File: config.mk
export PLATFORM = sky130hd
export DESIGN_NAME = ext_pin_irq_unit
export DESIGN_NICKNAME = d
export VERILOG_FILES = /design/src/ext_irq_pkg.sv /design/src/ext_pin_irq_unit.sv
export SDC_FILE = /design/constraint.sdc
export NUM_CORES = 1
export LEC_CHECK = 0
export ABC_AREA = 1
export BUFFER_PORTS_ARGS = -buffer_cell sky130_fd_sc_hd__buf_4
export CAP_MARGIN = 0
export CELL_PAD_IN_SITES_DETAIL_PLACEMENT = 1
export CELL_PAD_IN_SITES_GLOBAL_PLACEMENT = 1
export CORE_ASPECT_RATIO = 0.8
export CORE_MARGIN = 2
export CORE_UTILIZATION = 43
export CTS_BUF_LIST = sky130_fd_sc_hd__clkbuf_8 sky130_fd_sc_hd__clkbuf_16
export DETAILED_ROUTE_END_ITERATION = 10
export PLACE_DENSITY = 0.82
export SLEW_MARGIN = 25
export SYNTH_ARGS = -nofsm -noshare
export SYNTH_HDL_FRONTEND = slang
export SYNTH_SLANG_ARGS = --single-unit
File: constraint.sdc
create_clock -name hclk -period 2.2 [get_ports hclk]
set_input_delay 0.44 -clock hclk [delete_from_list [all_inputs] [get_ports hclk]]
set_output_delay 0.44 -clock hclk [all_outputs]
set_load 0.1 [all_outputs]
File: src/ext_irq_pkg.sv
// constants and types for the external pin interrupt unit
`default_nettype none
package ext_irq_pkg;
   // register byte offsets on the bus
   localparam logic [7:0] SENSE_OFS = 8'h00;
   localparam logic [7:0] EMASK_OFS = 8'h04;
   localparam logic [7:0] EFLAG_OFS = 8'h08;
   localparam logic [7:0] GENABLE_OFS = 8'h0C;
   localparam logic [7:0] GFLAG_OFS = 8'h10;
   localparam logic [7:0] CMASK0_OFS = 8'h14;
   localparam logic [7:0] CMASK1_OFS = 8'h18;
   localparam logic [7:0] CMASK2_OFS = 8'h1C;
   // field positions and widths
   localparam int PIN0_SENSE_LSB = 0;
   localparam int PIN1_SENSE_LSB = 2;
   localparam int SENSE_BITS = 4;
   localparam int EXT_PINS = 2;
   localparam int GROUPS = 3;
   localparam int CHANGE_INPUTS = 24;
   localparam int PIN0_SYNC_BIT = 24;
   localparam int PIN1_SYNC_BIT = 25;
   localparam int SYNC_BITS = 26;
   localparam int IRQ_BITS = 5;
   localparam int IRQ_GRP_LSB = 2;
   // group 1 has inputs 8 to 14 only; bit 15 is absent
   localparam logic [23:0] CMASK_IMPL = 24'hFF7FFF;
   // reset values
   localparam logic [3:0] SENSE_RST = 4'h0;
   localparam logic [1:0] EMASK_RST = 2'h0;
   localparam logic [2:0] GROUP_RST = 3'h0;
   localparam logic [23:0] CMASK_RST = 24'h000000;
   localparam logic [25:0] SYNC_RST = 26'h3FFFFFF;
   localparam logic [1:0] HRESP_OKAY = 2'h0;
   // sense mode encoding of each pin's two control bits
   typedef enum logic [1:0] {
      SENSE_LOW = 2'h0,
      SENSE_ANY = 2'h1,
      SENSE_FALL = 2'h2,
      SENSE_RISE = 2'h3
   } sense_mode_t;
   // captured address phase of one bus transfer
   typedef struct packed {
      logic [7:0] ofs;
      logic wr;
      logic act;
   } bus_phase_t;
endpackage : ext_irq_pkg
`default_nettype wire

File: src/ext_pin_irq_unit.sv
// external pin and pin-change interrupt unit with an AHB-Lite slave
//
// The address map and the AHB-Lite interface to the registers are this design's own decisions.
`timescale 1ns/10ps
`default_nettype none
// Summary of operation
// Pin activity raises interrupts even when the pin is driven as output.
// Group 2/1/0 request on toggle of unmasked inputs 16-23, 8-14, 0-7.
// Per-input mask bits select which inputs feed their group request.
// Pin-change detection works without the I/O clock running.
// Pin 1 sense from bits 3:2: low, any change, falling, rising.
// Pin 0 sense from bits 1:0 with the same encoding.
// Enabled low-level mode requests continuously while the pin is low.
// Edge detection on external pins only while the I/O clock runs.
// Low level on either pin detected without the I/O clock.
// Level vanishing during start-up wakes the part but gives no interrupt.
// Pins are sampled before edge detection; pulses over one clock count.
// Source must hold a level request until the current instruction ends.
// Pin interrupt needs both the global enable and its mask bit.
// Mask bit 1 enables pin 1, bit 0 pin 0; each has its own vector.
// Unused upper bits of sense and mask registers read as zero.
// Pin flag sets on detected edge; cleared by vector or writing one.
// Pin flag is held cleared while the pin is in low-level mode.
// Group flag sets on change; vectors only with group and global enable.
// Each pin passes a two-stage synchroniser before edge comparison.
module ext_pin_irq_unit (
   input wire logic hclk,
   input wire logic hresetn,
   input wire logic hsel,
   input wire logic [31:0] haddr,
   input wire logic [1:0] htrans,
   input wire logic hwrite,
   input wire logic [2:0] hsize,
   input wire logic [31:0] hwdata,
   input wire logic hready,
   output logic [31:0] hrdata,
   output logic hreadyout,
   output logic [1:0] hresp,
   input wire logic ext_pin_zero,
   input wire logic ext_pin_one,
   input wire logic [23:0] change_inputs,
   input wire logic core_global_enable,
   input wire logic io_clock_run,
   input wire logic [4:0] vector_ack,
   output logic [4:0] irq_request,
   output logic wake_request
);

   // edge or change seen between two samples in the given mode
   function automatic logic sense_hit(
      input logic [1:0] mode,
      input logic cur,
      input logic prev
   );
      logic hit;
      hit = 1'b0;
      case (mode)
         ext_irq_pkg::SENSE_ANY: hit = cur ^ prev;
         ext_irq_pkg::SENSE_FALL: hit = prev & ~cur;
         ext_irq_pkg::SENSE_RISE: hit = cur & ~prev;
         default: hit = 1'b0;
      endcase
      return hit;
   endfunction : sense_hit

   // pin samples
   logic [25:0] sync1_ff;
   logic [25:0] sync2_ff;
   logic [25:0] prev_ff;
   // registers
   logic [3:0] sense_ff;
   logic [1:0] emask_ff;
   logic [1:0] eflag_ff;
   logic [2:0] genable_ff;
   logic [2:0] gflag_ff;
   logic [23:0] cmask_ff;
   // bus and outputs
   ext_irq_pkg::bus_phase_t phase_ff;
   logic [31:0] hrdata_ff;
   logic hreadyout_ff;
   logic [4:0] irq_ff;
   logic wake_ff;

   // address phase capture
   wire take = hsel & hready & htrans[1];
   ext_irq_pkg::bus_phase_t nxt_phase;
   assign nxt_phase.ofs = haddr[7:0];
   assign nxt_phase.wr = hwrite;
   assign nxt_phase.act = take;
   wire [7:0] wofs = phase_ff.ofs;
   wire wr_now = phase_ff.act & phase_ff.wr;

   // write strobes in the data phase
   wire we_sense = wr_now & (wofs == ext_irq_pkg::SENSE_OFS);
   wire we_emask = wr_now & (wofs == ext_irq_pkg::EMASK_OFS);
   wire we_eflag = wr_now & (wofs == ext_irq_pkg::EFLAG_OFS);
   wire we_gen = wr_now & (wofs == ext_irq_pkg::GENABLE_OFS);
   wire we_gflag = wr_now & (wofs == ext_irq_pkg::GFLAG_OFS);
   wire we_cm0 = wr_now & (wofs == ext_irq_pkg::CMASK0_OFS);
   wire we_cm1 = wr_now & (wofs == ext_irq_pkg::CMASK1_OFS);
   wire we_cm2 = wr_now & (wofs == ext_irq_pkg::CMASK2_OFS);

   // read selection on the address phase offset
   wire [7:0] rofs = haddr[7:0];
   wire [31:0] rd_word =
      ({32{rofs == ext_irq_pkg::SENSE_OFS}} & {28'h0, sense_ff}) |
      ({32{rofs == ext_irq_pkg::EMASK_OFS}} & {30'h0, emask_ff}) |
      ({32{rofs == ext_irq_pkg::EFLAG_OFS}} & {30'h0, eflag_ff}) |
      ({32{rofs == ext_irq_pkg::GENABLE_OFS}} & {29'h0, genable_ff}) |
      ({32{rofs == ext_irq_pkg::GFLAG_OFS}} & {29'h0, gflag_ff}) |
      ({32{rofs == ext_irq_pkg::CMASK0_OFS}} & {24'h0, cmask_ff[7:0]}) |
      ({32{rofs == ext_irq_pkg::CMASK1_OFS}} & {24'h0, cmask_ff[15:8]}) |
      ({32{rofs == ext_irq_pkg::CMASK2_OFS}} & {24'h0, cmask_ff[23:16]});

   // raw pins, read whatever drives them
   wire [25:0] pins_raw = {ext_pin_one, ext_pin_zero, change_inputs};

   // synchronised pin levels and their previous samples
   wire pin0_cur = sync2_ff[ext_irq_pkg::PIN0_SYNC_BIT];
   wire pin1_cur = sync2_ff[ext_irq_pkg::PIN1_SYNC_BIT];
   wire pin0_prev = prev_ff[ext_irq_pkg::PIN0_SYNC_BIT];
   wire pin1_prev = prev_ff[ext_irq_pkg::PIN1_SYNC_BIT];
   wire [1:0] mode0 = sense_ff[ext_irq_pkg::PIN0_SENSE_LSB +: 2];
   wire [1:0] mode1 = sense_ff[ext_irq_pkg::PIN1_SENSE_LSB +: 2];

   // level mode and low level per pin, no I/O clock needed
   wire [1:0] lvl_mode = {mode1 == ext_irq_pkg::SENSE_LOW,
                          mode0 == ext_irq_pkg::SENSE_LOW};
   wire [1:0] lvl_low = lvl_mode & ~{pin1_cur, pin0_cur};

   // edge hits only while the I/O clock runs
   wire [1:0] ext_hit = {2{io_clock_run}} &
      {sense_hit(mode1, pin1_cur, pin1_prev),
       sense_hit(mode0, pin0_cur, pin0_prev)};

   // pin-change toggles, masked per input, no I/O clock gating
   wire [23:0] chg = (sync2_ff[23:0] ^ prev_ff[23:0]) & cmask_ff;
   wire [2:0] grp_hit = {|chg[23:16], |chg[15:8], |chg[7:0]};

   // flag clears from software ones and vector entry
   wire [1:0] eclr = ({2{we_eflag}} & hwdata[1:0]) |
                     vector_ack[1:0];
   wire [2:0] gclr = ({3{we_gflag}} & hwdata[2:0]) |
                     vector_ack[4:2];

   // flags: a new hit wins over a clear in the same cycle
   wire [1:0] nxt_eflag = ~lvl_mode &
                          ((eflag_ff & ~eclr) | ext_hit);
   wire [2:0] nxt_gflag = (gflag_ff & ~gclr) | grp_hit;

   // per-vector requests gated by mask and global enable
   wire [1:0] ext_src = (lvl_mode & lvl_low) |
                        (~lvl_mode & eflag_ff);
   wire [1:0] nxt_ext_irq = ext_src & emask_ff &
                            {2{core_global_enable}};
   wire [2:0] nxt_grp_irq = gflag_ff & genable_ff &
                            {3{core_global_enable}};
   wire [4:0] nxt_irq = {nxt_grp_irq, nxt_ext_irq};

   // wake on enabled low level or enabled group change
   wire nxt_wake = |(lvl_low & emask_ff) |
                   |(grp_hit & genable_ff);

   // two-stage synchroniser, then one more sample for comparison
   // change inputs may toggle falsely after reset; masks are clear then
   always_ff @(posedge hclk or negedge hresetn) begin
      if (!hresetn) begin
         sync1_ff <= ext_irq_pkg::SYNC_RST;
         sync2_ff <= ext_irq_pkg::SYNC_RST;
         prev_ff <= ext_irq_pkg::SYNC_RST;
      end else begin
         sync1_ff <= pins_raw;
         sync2_ff <= sync1_ff;
         prev_ff <= sync2_ff;
      end
   end

   // bus phase, read data and ready
   always_ff @(posedge hclk or negedge hresetn) begin
      if (!hresetn) begin
         phase_ff <= '0;
         hrdata_ff <= 32'h0;
         hreadyout_ff <= 1'b0;
      end else begin
         phase_ff <= nxt_phase;
         hrdata_ff <= (take & ~hwrite) ? rd_word : 32'h0;
         hreadyout_ff <= 1'b1;
      end
   end

   // control registers written by software
   always_ff @(posedge hclk or negedge hresetn) begin
      if (!hresetn) begin
         sense_ff <= ext_irq_pkg::SENSE_RST;
         emask_ff <= ext_irq_pkg::EMASK_RST;
         genable_ff <= ext_irq_pkg::GROUP_RST;
         cmask_ff <= ext_irq_pkg::CMASK_RST;
      end else begin
         if (we_sense) sense_ff <= hwdata[3:0];
         if (we_emask) emask_ff <= hwdata[1:0];
         if (we_gen) genable_ff <= hwdata[2:0];
         if (we_cm0) cmask_ff[7:0] <= hwdata[7:0];
         if (we_cm1) cmask_ff[15:8] <= hwdata[7:0] &
            ext_irq_pkg::CMASK_IMPL[15:8];
         if (we_cm2) cmask_ff[23:16] <= hwdata[7:0];
      end
   end

   // flags and outputs
   always_ff @(posedge hclk or negedge hresetn) begin
      if (!hresetn) begin
         eflag_ff <= ext_irq_pkg::EMASK_RST;
         gflag_ff <= ext_irq_pkg::GROUP_RST;
         irq_ff <= 5'h00;
         wake_ff <= 1'b0;
      end else begin
         eflag_ff <= nxt_eflag;
         gflag_ff <= nxt_gflag;
         irq_ff <= nxt_irq;
         wake_ff <= nxt_wake;
      end
   end

   assign hrdata = hrdata_ff;
   assign hreadyout = hreadyout_ff;
   assign hresp = ext_irq_pkg::HRESP_OKAY;
   assign irq_request = irq_ff;
   assign wake_request = wake_ff;
endmodule : ext_pin_irq_unit
`default_nettype wire

Yosys cells after proc, flatten, opt, wreduce, memory -nomap -nowiden
Cells that the tools add are included.
{"block": "totals", "reg_bits": 164, "in_bits": 107, "elab_cells": 115}
{"block": "op_classes", "n_eq_ne": 20, "muxes": 3, "bitwise": 65, "n_reduce_logical": 9}
{"cell": "$or A32 B32 Y32", "n": 7}
{"cell": "$and A32 B2 Y32", "n": 2}
{"cell": "$and A32 B3 Y32", "n": 2}
{"cell": "$and A32 B8 Y32", "n": 2}
{"cell": "$eq A8 B5 Y1 const B", "n": 8}
{"cell": "$and A32 B4 Y32", "n": 1}
{"cell": "$and A32 B7 Y32", "n": 1}
{"cell": "$eq A8 B4 Y1 const B", "n": 4}
{"cell": "$mux W32", "n": 1}
{"cell": "$and A24 B24 Y24", "n": 1}
{"cell": "$reduce_or A8 Y1", "n": 3}
{"cell": "$xor A24 B24 Y24", "n": 1}
{"cell": "$and A2 B2 Y2", "n": 10}
{"cell": "$and A1 B1 Y1", "n": 16}
{"cell": "$eq A8 B3 Y1 const B", "n": 2}
{"cell": "$logic_not A8 Y1", "n": 2}
{"cell": "$and A3 B3 Y3", "n": 5}
{"cell": "$eq A2 B2 Y1 const B", "n": 4}
{"cell": "$not A2 Y2", "n": 3}
{"cell": "$or A2 B2 Y2", "n": 3}
{"cell": "$or A3 B3 Y3", "n": 2}
{"cell": "$pmux W1 S3", "n": 2}
{"cell": "$not A1 Y1", "n": 5}
{"cell": "$eq A2 B1 Y1 const B", "n": 2}
{"cell": "6 further kinds", "n": 8}

Longest topological paths before layout
Gate-level depths: netlist (run 1).
{"block": "depth", "word_depth": 10, "depth_mapped": 10}

Worst setup path after synthesis (run 1)
OpenSTA, ideal clock, no wires.
{"block": "synth_timing", "kind": "reg-to-reg", "from": "reg phase_ff, in the netlist wofs[7]", "to": "reg cmask_ff[21]", "setup_time_ns": 0.120, "arrival_ns": 1.312, "required_ns": 2.080, "setup_slack_ns": 0.768, "path_stages_with_launch": 7, "cell_sequence": "dfrtp_1 > or2_4 > nor3b_4 > nand2_2 > buf_6 > nand2_2 > o21ai_2"}
{"block": "synth_via", "elab_chain_len": 2}
{"item": "from (decl)", "line_no": "ext_pin_irq_unit.sv:78", "source": "ext_irq_pkg::bus_phase_t phase_ff;"}
{"item": "from (signal assigned)", "line_no": "ext_pin_irq_unit.sv:185", "source": "phase_ff <= nxt_phase;"}
{"item": "$eq A8 B5 Y1", "line_no": "ext_pin_irq_unit.sv:101", "source": "wire we_cm2 = wr_now & (wofs == ext_irq_pkg::CMASK2_OFS);"}
{"item": "$and A1 B1 Y1", "line_no": "ext_pin_irq_unit.sv:101"}
{"item": "to (signal assigned)", "line_no": "ext_pin_irq_unit.sv:197", "source": "cmask_ff <= ext_irq_pkg::CMASK_RST;"}
{"item": "to (signal assigned)", "line_no": "ext_pin_irq_unit.sv:205", "source": "if (we_cm2) cmask_ff[23:16] <= hwdata[7:0];"}
{"item": "to (decl)", "line_no": "ext_pin_irq_unit.sv:76", "source": "logic [23:0] cmask_ff;"}
No other way between the ends.
A chain may end at the register's enable or synchronous reset.

Worst setup path in the final report (run 1)
{"block": "layout_timing", "from": "reg phase_ff, in the netlist wofs[1]", "to": "reg cmask_ff[18]"}
The elaborated chain is that of the path after synthesis.

==> results.yml, run 1 <==
run_status:
  status: "complete, no violations"
synth:
  ys_ff_latch: 137
  postSynthAreaPerCell_um2: 9.934
  syn_area_mm2: 0.005593
  synth-compound-area-share_pct: 5.772
  synth-xor-area-share_pct: 0
  synth_top_area_share_pct: 35.23
  synth_top_flop_cell: "dfstp_2"
  yosys.area_share.simple_pct: 20.04
  synth_top_family_by_area: "simple AND/OR/NAND/NOR gates"
  synthArstFlopShare_pct: 100.0
  synth-edff-count: 0
  synth_most_common_cell: "nand2_1"
  muxShareOfSynthArea_pct: 0
  synth.distinct_cells: 26
  yosysWarnings: 0
  synth.area.top_cells: "dfstp_2 (35%), dfrtp_1 (28%), nand2_1 (8.9%)"
  synth-adder-area-share_pct: 0.8949
  netlist_instances: 563
  yosysTopAreaCell: "dfstp_2"
  synthTopCellsByCount: "nand2_1 (133), inv_1 (87), dfstp_2 (75)"
  seq_area_frac_synth_pct: 62.98
place:
  dpl.hpwl_um: 9481
  gp_congestion: 0.8281
  placed_cell_area_mm2: 0.006251
  numPortBuffers: 68
route:
  post_drt_wl_per_cell_um: 15.64
  totalWireLength_um: 13130
  ant_nets: 0
  vias: 4029
  dr.pass1.iters: 4
  via_per_inst: 4.802
  drc_errors: 0
  drt_iter0_markers: 175
final_layout:
  num_antenna_cells: 0
  drive_gt1_share_pct: 32.98
  final_nets: 762
  final_area_mm2: 0.006840
  utilization_pct: 53.54
  area_growth_pct: 22.30
  nFillCells: 1478
global_route:
  grt_pass1_vias: 4359
  grt_pass1_wl_um: 21630
  grt.total_usage_pct: 20.35
  overflow: 0
  antenna_found_initial: 0
  grt_max_degree: 49
min_path:
  hold_path_class: "input pin to register"
  hold_depth: 1
  holdPathEnd: "sync1_ff[4]$_DFF_PN1_"
  hp-start: "change_inputs[4]"
setup_path:
  crit_type: "register to register"
  cp.arrival_ns: 2.02
  worst_path_largest_cell_delay_ns: 0.36
  cp_num_buf_inv: 0
  cp_top_family: "simple AND/OR/NAND/NOR gates"
  rr_endpoint: "cmask_ff[18]$_DFFE_PN0P_"
  r2r_slack_ns: 0.47
  start_kind: "register"
  crit_slowest_cell: "dfrtp_1"
  path_max_fanout: 16
  cp-end-kind: "register"
  required_ns: 2.49
  rr_worst_depth: 5
  rr_startpoint: "wofs[1]$_DFF_PN0_"
  crit_chain: "or2_2 > nor3_1 > nand2_2 > nand2_1 > o21ai_2"
pwr:
  total_power_w: 0.006048
  p_int_w: 0.004467
  p_leak_nw: 3.493
  pwr-share-clk_pct: 45.6
  peakVddDrop_mv: 0.7103
  power.density_mw_per_mm2: 884.2
  power_frac_seq_pct: 45.2
  p_switching_w: 0.001581
  switching_share_pct: 26.14
  p_comb_share_pct: 9.2
sta:
  post-route-period-util_pct: 78.52
  finalMaxSlewViolations: 0
  min_period_ns: 1.727
  timing.hold.ws_ns: 0.1217
  rsz0062_at_grt: "false"
  worst_slew_pin_slew_ns: 0.5549
  fin_tns_setup_ns: 0
  hold_viol: 0
  setup_viol: 0
  fmax_ghz: 0.5789
  slew_headroom_pct: 62.97
  finClkSkew_ns: 0.01313
clock_network:
  cts_tree: "yes"
  htreeDepth: 4
  cts.path.max_buffers: 2
  cts_buffers: 17
  clockRootBuffer: "clkbuf_16"
  clock_latency_ns: 0.42
  post_cts_buffers: 0
  numClockSinks: 137
  clk_pin_slew_ns: 0.06
flow_run:
  max-cap-violations: 0
floorplanning:
  die_h_um: 106.0
  dieArea_mm2: 0.01394
  design.core.area_mm2: 0.01278
  rows: 37
  die_w_um: 131.5
  boundaryPins: 148
  start_util_pct: 43.77
-- metrics by stage --
stage / instances / setup WS, ns
floorplan: 588 / 0.7680
global placement: 806 / 0.5066
detailed placement: 806 / 0.4273
CTS: 839 / 0.4770
global route: 839 / 0.2912
finish: 839 / 0.4725
-- cell type report --
class	count	area, µm²	area share, %
flip-flops and latches	137	3522	51.49
multi-input cells	332	1595	23.32
repair buffers	76	598.1	8.743
clock buffers	19	464.2	6.786
inverters	87	326.6	4.774
well taps	175	219.0	3.201
clock inverters	13	115.1	1.683
-- logic make-up after synthesis --
| kind of cell | Yosys count |
|---|---|
| AOI/OAI and AO/OA | 46 |
| adders and majority gates | 4 |
| buffers and inverters | 119 |
| DFF | 137 |
| other | 2 |
| and+or+nand+nor | 255 |
-- worst max path at each step --
stage / start / endpoint / slack [ns] / cells after the start
detailed placement: haddr[1] / hrdata[2]$_DFF_PN0_ / 0.43 / 8
floorplan: wofs[7]$_DFF_PN0_ / cmask_ff[21]$_DFFE_PN0P_ / 0.77 / 6
global route: wofs[1]$_DFF_PN0_ / cmask_ff[19]$_DFFE_PN0P_ / 0.29 / 5
global placement: haddr[0] / hrdata[2]$_DFF_PN0_ / 0.51 / 8
CTS: wofs[7]$_DFF_PN0_ / cmask_ff[7]$_DFFE_PN0P_ / 0.48 / 5
finish: wofs[1]$_DFF_PN0_ / cmask_ff[18]$_DFFE_PN0P_ / 0.47 / 5
-- worst register-to-register path, cell delays in order, from the launching register on --
cell	delay, ns
dfrtp_1	0.36
or2_2	0.35
nor3_1	0.32
nand2_2	0.34
nand2_1	0.18
o21ai_2	0.07
-- cell usage in the layout (no fill, tap or decap), types with 3 or more instances in the layout --
master	n
dfstp_2	75
inv_1	88
nor3_2	3
o21ai_0	11
nand3_1	72
ha_1	4
nor3_1	3
a21oi_1	9
buf_4	73
dfrtp_1	62
conb_1	27
nand2_1	133
nand2_2	7
nor2_1	30
inv_6	3
clkbuf_16	18
o21ai_2	23
-- flip-flops by register name (all words and copies together) (netlist names), 4 cells and up --
register	cells
wofs	8
cmask_ff	23
prev_ff	25
sync2_ff	25
sync1_ff	25
sense_ff	4
hrdata	8
irq_request	5
-- routing by layer --
metal / track usage (%) / routed length (µm) / vias to the layer above
li1: - / - / 1882
met1: 24.92 / 5772 / 2050
met2: 35.64 / 6671 / 82
met3: 4.578 / 523 / 15
met4: 7.298 / 157 / 0
met5: 0 / 0 / -
-- power by group through the flow --
stage / clock network (W) / registers, W / logic, W
2_1_floorplan: 0 / 0.00280 / 0.000355
3_3_place_gp: 0 / 0.00276 / 0.000540
3_5_place_dp: 0 / 0.00277 / 0.000559
4_1_cts: 0.00282 / 0.00273 / 0.000565
5_1_grt: 0.00291 / 0.00275 / 0.000605
6_report: 0.00276 / 0.00273 / 0.000558
-- timing repair --
| item | CTS | global route |
|---|---|---|
| endpoints found under the hold margin | 2 | 0 |
| setup endpoints to repair | 0 | 0 |
| hold buffers | 1 | 0 |
| resized for setup | 0 | 0 |
Power figures use the tool's default switching activity.
==> run 2: changes to the inputs <==
CORE_UTILIZATION = 40   (was 43)
PLACE_DENSITY = 0.77   (was 0.82)
clock period = 1.75 ns   (was 2.2 ns; I/O delays follow)
==> results.yml, run 2 (same netlist as run 1, synthesis figures left out) <==
min_path:
  hold_path_class: "input pin to register"
  hold_depth: 1
sta:
  rsz0062_at_grt: "false"
  fin_tns_setup_ns: 0
  post-route-period-util_pct: 89.84
  min_period_ns: 1.572
  setup_viol: 0
  finClkSkew_ns: 0.01099
  fmax_ghz: 0.6361
  finalMaxSlewViolations: 0
  hold_viol: 0
floorplanning:
  start_util_pct: 41.13
  die_h_um: 109.8
  rows: 38
  design.core.area_mm2: 0.01360
  boundaryPins: 148
  die_w_um: 136.2
  dieArea_mm2: 0.01495
clock_network:
  clockRootBuffer: "clkbuf_16"
  clk_pin_slew_ns: 0.06
  cts_tree: "yes"
  htreeDepth: 4
  clock_latency_ns: 0.43
  post_cts_buffers: 0
  cts_buffers: 17
  numClockSinks: 137
  cts.path.max_buffers: 2
pwr:
  power.density_mw_per_mm2: 1124
  peakVddDrop_mv: 0.7597
  total_power_w: 0.007878
  p_leak_nw: 3.590
setup_path:
  start_kind: "register"
  worst_path_largest_cell_delay_ns: 0.37
  cp.arrival_ns: 1.88
  crit_slowest_cell: "dfrtp_1"
  crit_end: "cmask_ff[16]$_DFFE_PN0P_"
  cp-end-kind: "register"
  path_max_fanout: 16
  crit_chain: "nand3b_1 > nor3b_4 > nand2_2 > buf_12 > nand2_1 > o21ai_2"
  rr_startpoint: "wofs[5]$_DFF_PN0_"
  cp-startpoint: "wofs[5]$_DFF_PN0_"
  r2r_slack_ns: 0.18
  rr_endpoint: "cmask_ff[16]$_DFFE_PN0P_"
  required_ns: 2.06
  rr_worst_depth: 6
  crit_type: "register to register"
route:
  via_per_inst: 4.659
  vias: 3965
  ant_nets: 0
  drt_iter0_markers: 191
  dr.pass1.iters: 4
  post_drt_wl_per_cell_um: 15.70
  totalWireLength_um: 13360
  drc_errors: 0
final_layout:
  finalNonFillerCells: 851
  layout_commonest_cell: "nand2_1"
  reg.largest.list: "prev_ff: 25 flops, sync1_ff: 25 flops, sync2_ff: 25 flops"
  final_area_mm2: 0.007008
  final_nets: 769
  drive_gt1_share_pct: 33.53
  area_growth_pct: 25.30
  num_antenna_cells: 0
  final_cell_mix: "nand2_1 (133), inv_1 (89), buf_4 (76)"
  utilization_pct: 51.54
global_route:
  overflow: 0
  grt_max_degree: 35
  grt.total_usage_pct: 19.60
  antenna_found_initial: 0
  grt_pass1_wl_um: 21430
  grt_pass1_vias: 4200
place:
  placed_cell_area_mm2: 0.006360
  numPortBuffers: 68
  gp_congestion: 0.8294
  placed_cells: 818
  dpl.hpwl_um: 9897
flow_run:
  max-cap-violations: 0
run_status:
  status: "complete, no violations"
-- run 2: critical path, delay by kind of cell (launching register included) --
kind	cells	cell delay, ns
and+or+nand+nor	4	0.84
DFF	1	0.37
AOI/OAI and AO/OA	1	0.05
buffers and inverters	1	0.18
-- run 2: report_power, final --
group	switching [W]	internal (W)
clock	0.00135	0.00238
combinational	0.000532	0.000177
sequential	0.0000747	0.00336
-- run 2: what timing repair did --
item,CTS,global route
setup endpoints to repair,0,1
hold buffers,1,0
gates resized for setup,0,1
hold endpoints to repair,5,0
-- run 2: worst min path at each step --
stage                     slack [ns]                      end               from
after floorplan                 0.05  cmask_ff[0]$_DFFE_PN0P_            hresetn
after global placement          0.32      hrdata[1]$_DFF_PN0_            hresetn
after detailed placement        0.33      hrdata[4]$_DFF_PN0_            hresetn
after CTS                       0.02   sync1_ff[18]$_DFF_PN1_  change_inputs[18]
after global routing           0.004   sync1_ff[18]$_DFF_PN1_  change_inputs[18]
final                           0.03   sync1_ff[18]$_DFF_PN1_  change_inputs[18]
-- run 2: routing by layer --
metal | global-route usage, % | share of wire (%) | up-vias | wire, µm
met2 | 33.81 | 50 | 98 | 6709
met3 | 5.486 | 5.8 | 19 | 777
met4 | 6.920 | 1.5 | 0 | 206
li1 | - | - | 1888 | -
met1 | 23.66 | 42 | 1960 | 5667
met5 | 0 | 0 | - | 0
-- run 2: final cells by class --
type	count	area, µm²
Clock buffer	21	514.2
Clock inverter	11	117.6
Fill cell	1562	6590
Inverter	87	326.6
Multi-Input combinational cell	332	1602
Sequential cell	137	3522
Tap cell	180	225.2
Timing Repair Buffer	83	700.7
-- run 2: per-stage QoR --
stage / setup WS (ns) / hold WS, ns
finish: 0.1778 / 0.02900
global route: 0.09592 / 0.003737
CTS: 0.1259 / 0.01891
detailed placement: 0.1453 / 0.3292
global placement: 0.1863 / 0.3187
floorplan: 0.3180 / 0.05441
==> run 3: changes to the inputs <==
ABC_AREA = 0   (was 1)
CORE_UTILIZATION = 42   (was 40)
PLACE_DENSITY = 0.76   (was 0.77)
==> results.yml, run 3 <==
clock_network:
  htreeDepth: 4
  numClockSinks: 137
  cts_buffers: 17
  clk_pin_slew_ns: 0.06
  clock_latency_ns: 0.41
  cts_tree: "yes"
  cts.path.max_buffers: 2
  clockRootBuffer: "clkbuf_16"
place:
  dpl.hpwl_um: 7807
  dpl_worst_slack_ns: -0.03621
  gp_congestion: 0.8720
  numPortBuffers: 68
  placed_cells: 561
floorplanning:
  die_w_um: 128.5
  die_h_um: 103.6
  dieArea_mm2: 0.01332
  boundaryPins: 148
  design.core.area_mm2: 0.01216
  rows: 36
  start_util_pct: 42.84
synth:
  synth-edff-count: 0
  synth_top_area_share_pct: 37.82
  postSynthAreaPerCell_um2: 15.46
  synth_top_flop_cell: "dfstp_2"
  synthTopCellsByCount: "dfstp_2 (75), dfrtp_1 (62), mux2_2 (39)"
  yosysWarnings: 0
  netlist_instances: 337
  synth.area.top_cells: "dfstp_2 (38%), dfrtp_1 (30%), mux2_2 (8.4%)"
  syn_area_mm2: 0.005210
  seq_area_frac_synth_pct: 67.60
  synth_most_common_cell: "dfstp_2"
  ys_ff_latch: 137
  synth.distinct_cells: 38
  yosysTopAreaCell: "dfstp_2"
  synthArstFlopShare_pct: 100.0
sta:
  hold_viol: 0
  setup_viol: 2
  timing.hold.ws_ns: 0.03903
  finalMaxSlewViolations: 0
  post-route-period-util_pct: 102.1
  setup_slack_ns: -0.03755
  finClkSkew_ns: 0.009686
  fmax_ghz: 0.5594
  fin_tns_setup_ns: -0.05003
  slew_headroom_pct: 63.67
  min_period_ns: 1.788
  rsz0062_at_grt: "true"
  worst_slew_pin_slew_ns: 0.5400
setup_path:
  cp.arrival_ns: 2.07
  crit_slowest_cell: "dfstp_2"
  start_kind: "register"
  rr_endpoint: "wake_request$_DFF_PN0_"
  rr_worst_depth: 4
  r2r_slack_ns: -0.04
  rr_startpoint: "sync2_ff[19]$_DFF_PN1_"
  worst_path_largest_cell_delay_ns: 0.53
  path_max_fanout: 2
  required_ns: 2.03
  cp-startpoint: "sync2_ff[19]$_DFF_PN1_"
  cp-end-kind: "register"
  crit_chain: "xor2_1 > a22oi_1 > a41oi_1 > a2111o_1"
  crit_end: "wake_request$_DFF_PN0_"
  crit_type: "register to register"
pwr:
  power_frac_seq_pct: 45.7
  p_switching_w: 0.001848
  power.density_mw_per_mm2: 1138
  p_comb_share_pct: 8.0
  switching_share_pct: 24.56
  p_int_w: 0.005678
  pwr-share-clk_pct: 46.3
  p_leak_nw: 3.052
  peakVddDrop_mv: 0.8882
flow_run:
  max-cap-violations: 0
final_layout:
  utilization_pct: 54.37
  finalNonFillerCells: 595
  drive_gt1_share_pct: 54.40
  final_nets: 541
  final_cell_mix: "dfstp_2 (75), buf_4 (74), dfrtp_1 (62)"
  layout_commonest_cell: "dfstp_2"
  reg.largest.list: "prev_ff: 25 flops, sync1_ff: 25 flops, sync2_ff: 25 flops"
  num_antenna_cells: 0
  area_growth_pct: 26.92
run_status:
  status: "finished, violations left"
  violations: "negative setup slack"
min_path:
  hold_path_class: "input pin to register"
  hold_depth: 1
route:
  post_drt_wl_per_cell_um: 19.92
  via_per_inst: 5.072
  vias: 3018
  ant_nets: 0
  dr.pass1.iters: 4
  drc_errors: 0
  totalWireLength_um: 11850
  drt_iter0_markers: 164
global_route:
  antenna_found_initial: 0
  grt_pass1_wl_um: 17840
  grt.total_usage_pct: 18.09
  grt_pass1_vias: 3303
  grt_max_degree: 47
  overflow: 0
==> run 3: cell count changes in the layout (fill, tap and decap cells not counted), sizes merged, moves of 6 or more <==
cell,previous run,this run
nand2,140,4
nor2,32,12
mux2,0,39
nand4,0,6
o21ai,34,1
a21oi,9,1
nand3,72,5
inv,89,13
a22oi,0,13
xor2,0,23
and3,0,9
==> run 3: power groups by stage <==
stage	Combinational (W)	Clock, W	Sequential, W
5_1_grt	0.000638	0.00370	0.00345
3_3_place_gp	0.000577	0	0.00348
4_1_cts	0.000599	0.00355	0.00344
6_report	0.000602	0.00348	0.00344
3_5_place_dp	0.000591	0	0.00349
2_1_floorplan	0.000405	0	0.00348
==> run 3: stage by stage <==
| step | power (W) | cell area [µm²] |
|---|---|---|
| after floorplan | 0.003881 | 5304 |
| after global placement | 0.004056 | 5904 |
| after detailed placement | 0.004082 | 5904 |
| after CTS | 0.007591 | 6505 |
| after global routing | 0.007791 | 6613 |
| final | 0.007527 | 6613 |
==> run 3: area by class of cell <==
type | instances | area, µm²
sequential | 137 | 3522
inverter | 9 | 33.78
fill | 1178 | 5549
tap | 152 | 190.2
timing repair buffer | 81 | 668.1
clock buffer | 20 | 489.2
clock inverter | 12 | 95.09
multi-input combinational | 184 | 1614
==> run 3: worst max-delay path, delay by kind of cell, from the launching register on <==
kind / cells / cell delay (ns)
compound gates: 3 / 1.05
flops: 1 / 0.53
xor+xnor: 1 / 0.07
==> run 3: worst min path at each step <==
| stage | startpoint | end | slack [ns] |
|---|---|---|---|
| 6_report | change_inputs[7] | sync1_ff[7]$_DFF_PN1_ | 0.04 |
| 5_1_grt | change_inputs[17] | sync1_ff[17]$_DFF_PN1_ | 0.02 |
| 4_1_cts | change_inputs[7] | sync1_ff[7]$_DFF_PN1_ | 0.03 |
| 3_5_place_dp | hresetn | irq_request[2]$_DFF_PN0_ | 0.32 |
| 3_3_place_gp | hresetn | irq_request[0]$_DFF_PN0_ | 0.31 |
| 2_1_floorplan | hresetn | cmask_ff[0]$_DFFE_PN0P_ | 0.05 |
==> run 3: routing by layer <==
| metal | GRT usage [%] | vias to the layer above | wire, µm |
|---|---|---|---|
| met5 | 0 | - | 0 |
| met4 | 5.901 | 0 | 199 |
| met3 | 4.959 | 18 | 600 |
| met2 | 30.24 | 97 | 6193 |
| met1 | 22.82 | 1584 | 4858 |
| li1 | - | 1319 | - |
==> run 3: timing repair <==
item                                   4_1_cts  5_1_grt
setup buffers                                0        1
pin swaps                                    2        3
setup endpoints to repair                    1       17
endpoints found under the hold margin       21        0
resized for setup                            1       26
hold buffers                                 1        0
==> run 3: kinds of logic (layout without fill, tap and decap cells) <==
logic type / after synthesis / after routing / share of synthesized area (%)
AND/OR/NAND/NOR: 53 / 53 / 6.532
other: 2 / 27 / 0.1441
AO/OA/AOI/OAI: 28 / 28 / 4.227
XOR/XNOR: 23 / 23 / 3.866
flip-flops: 137 / 137 / 67.60
adder cells (fa/ha/maj): 4 / 4 / 0.9607
multiplexers: 49 / 49 / 11.55
buffers and inverters: 41 / 122 / 5.115
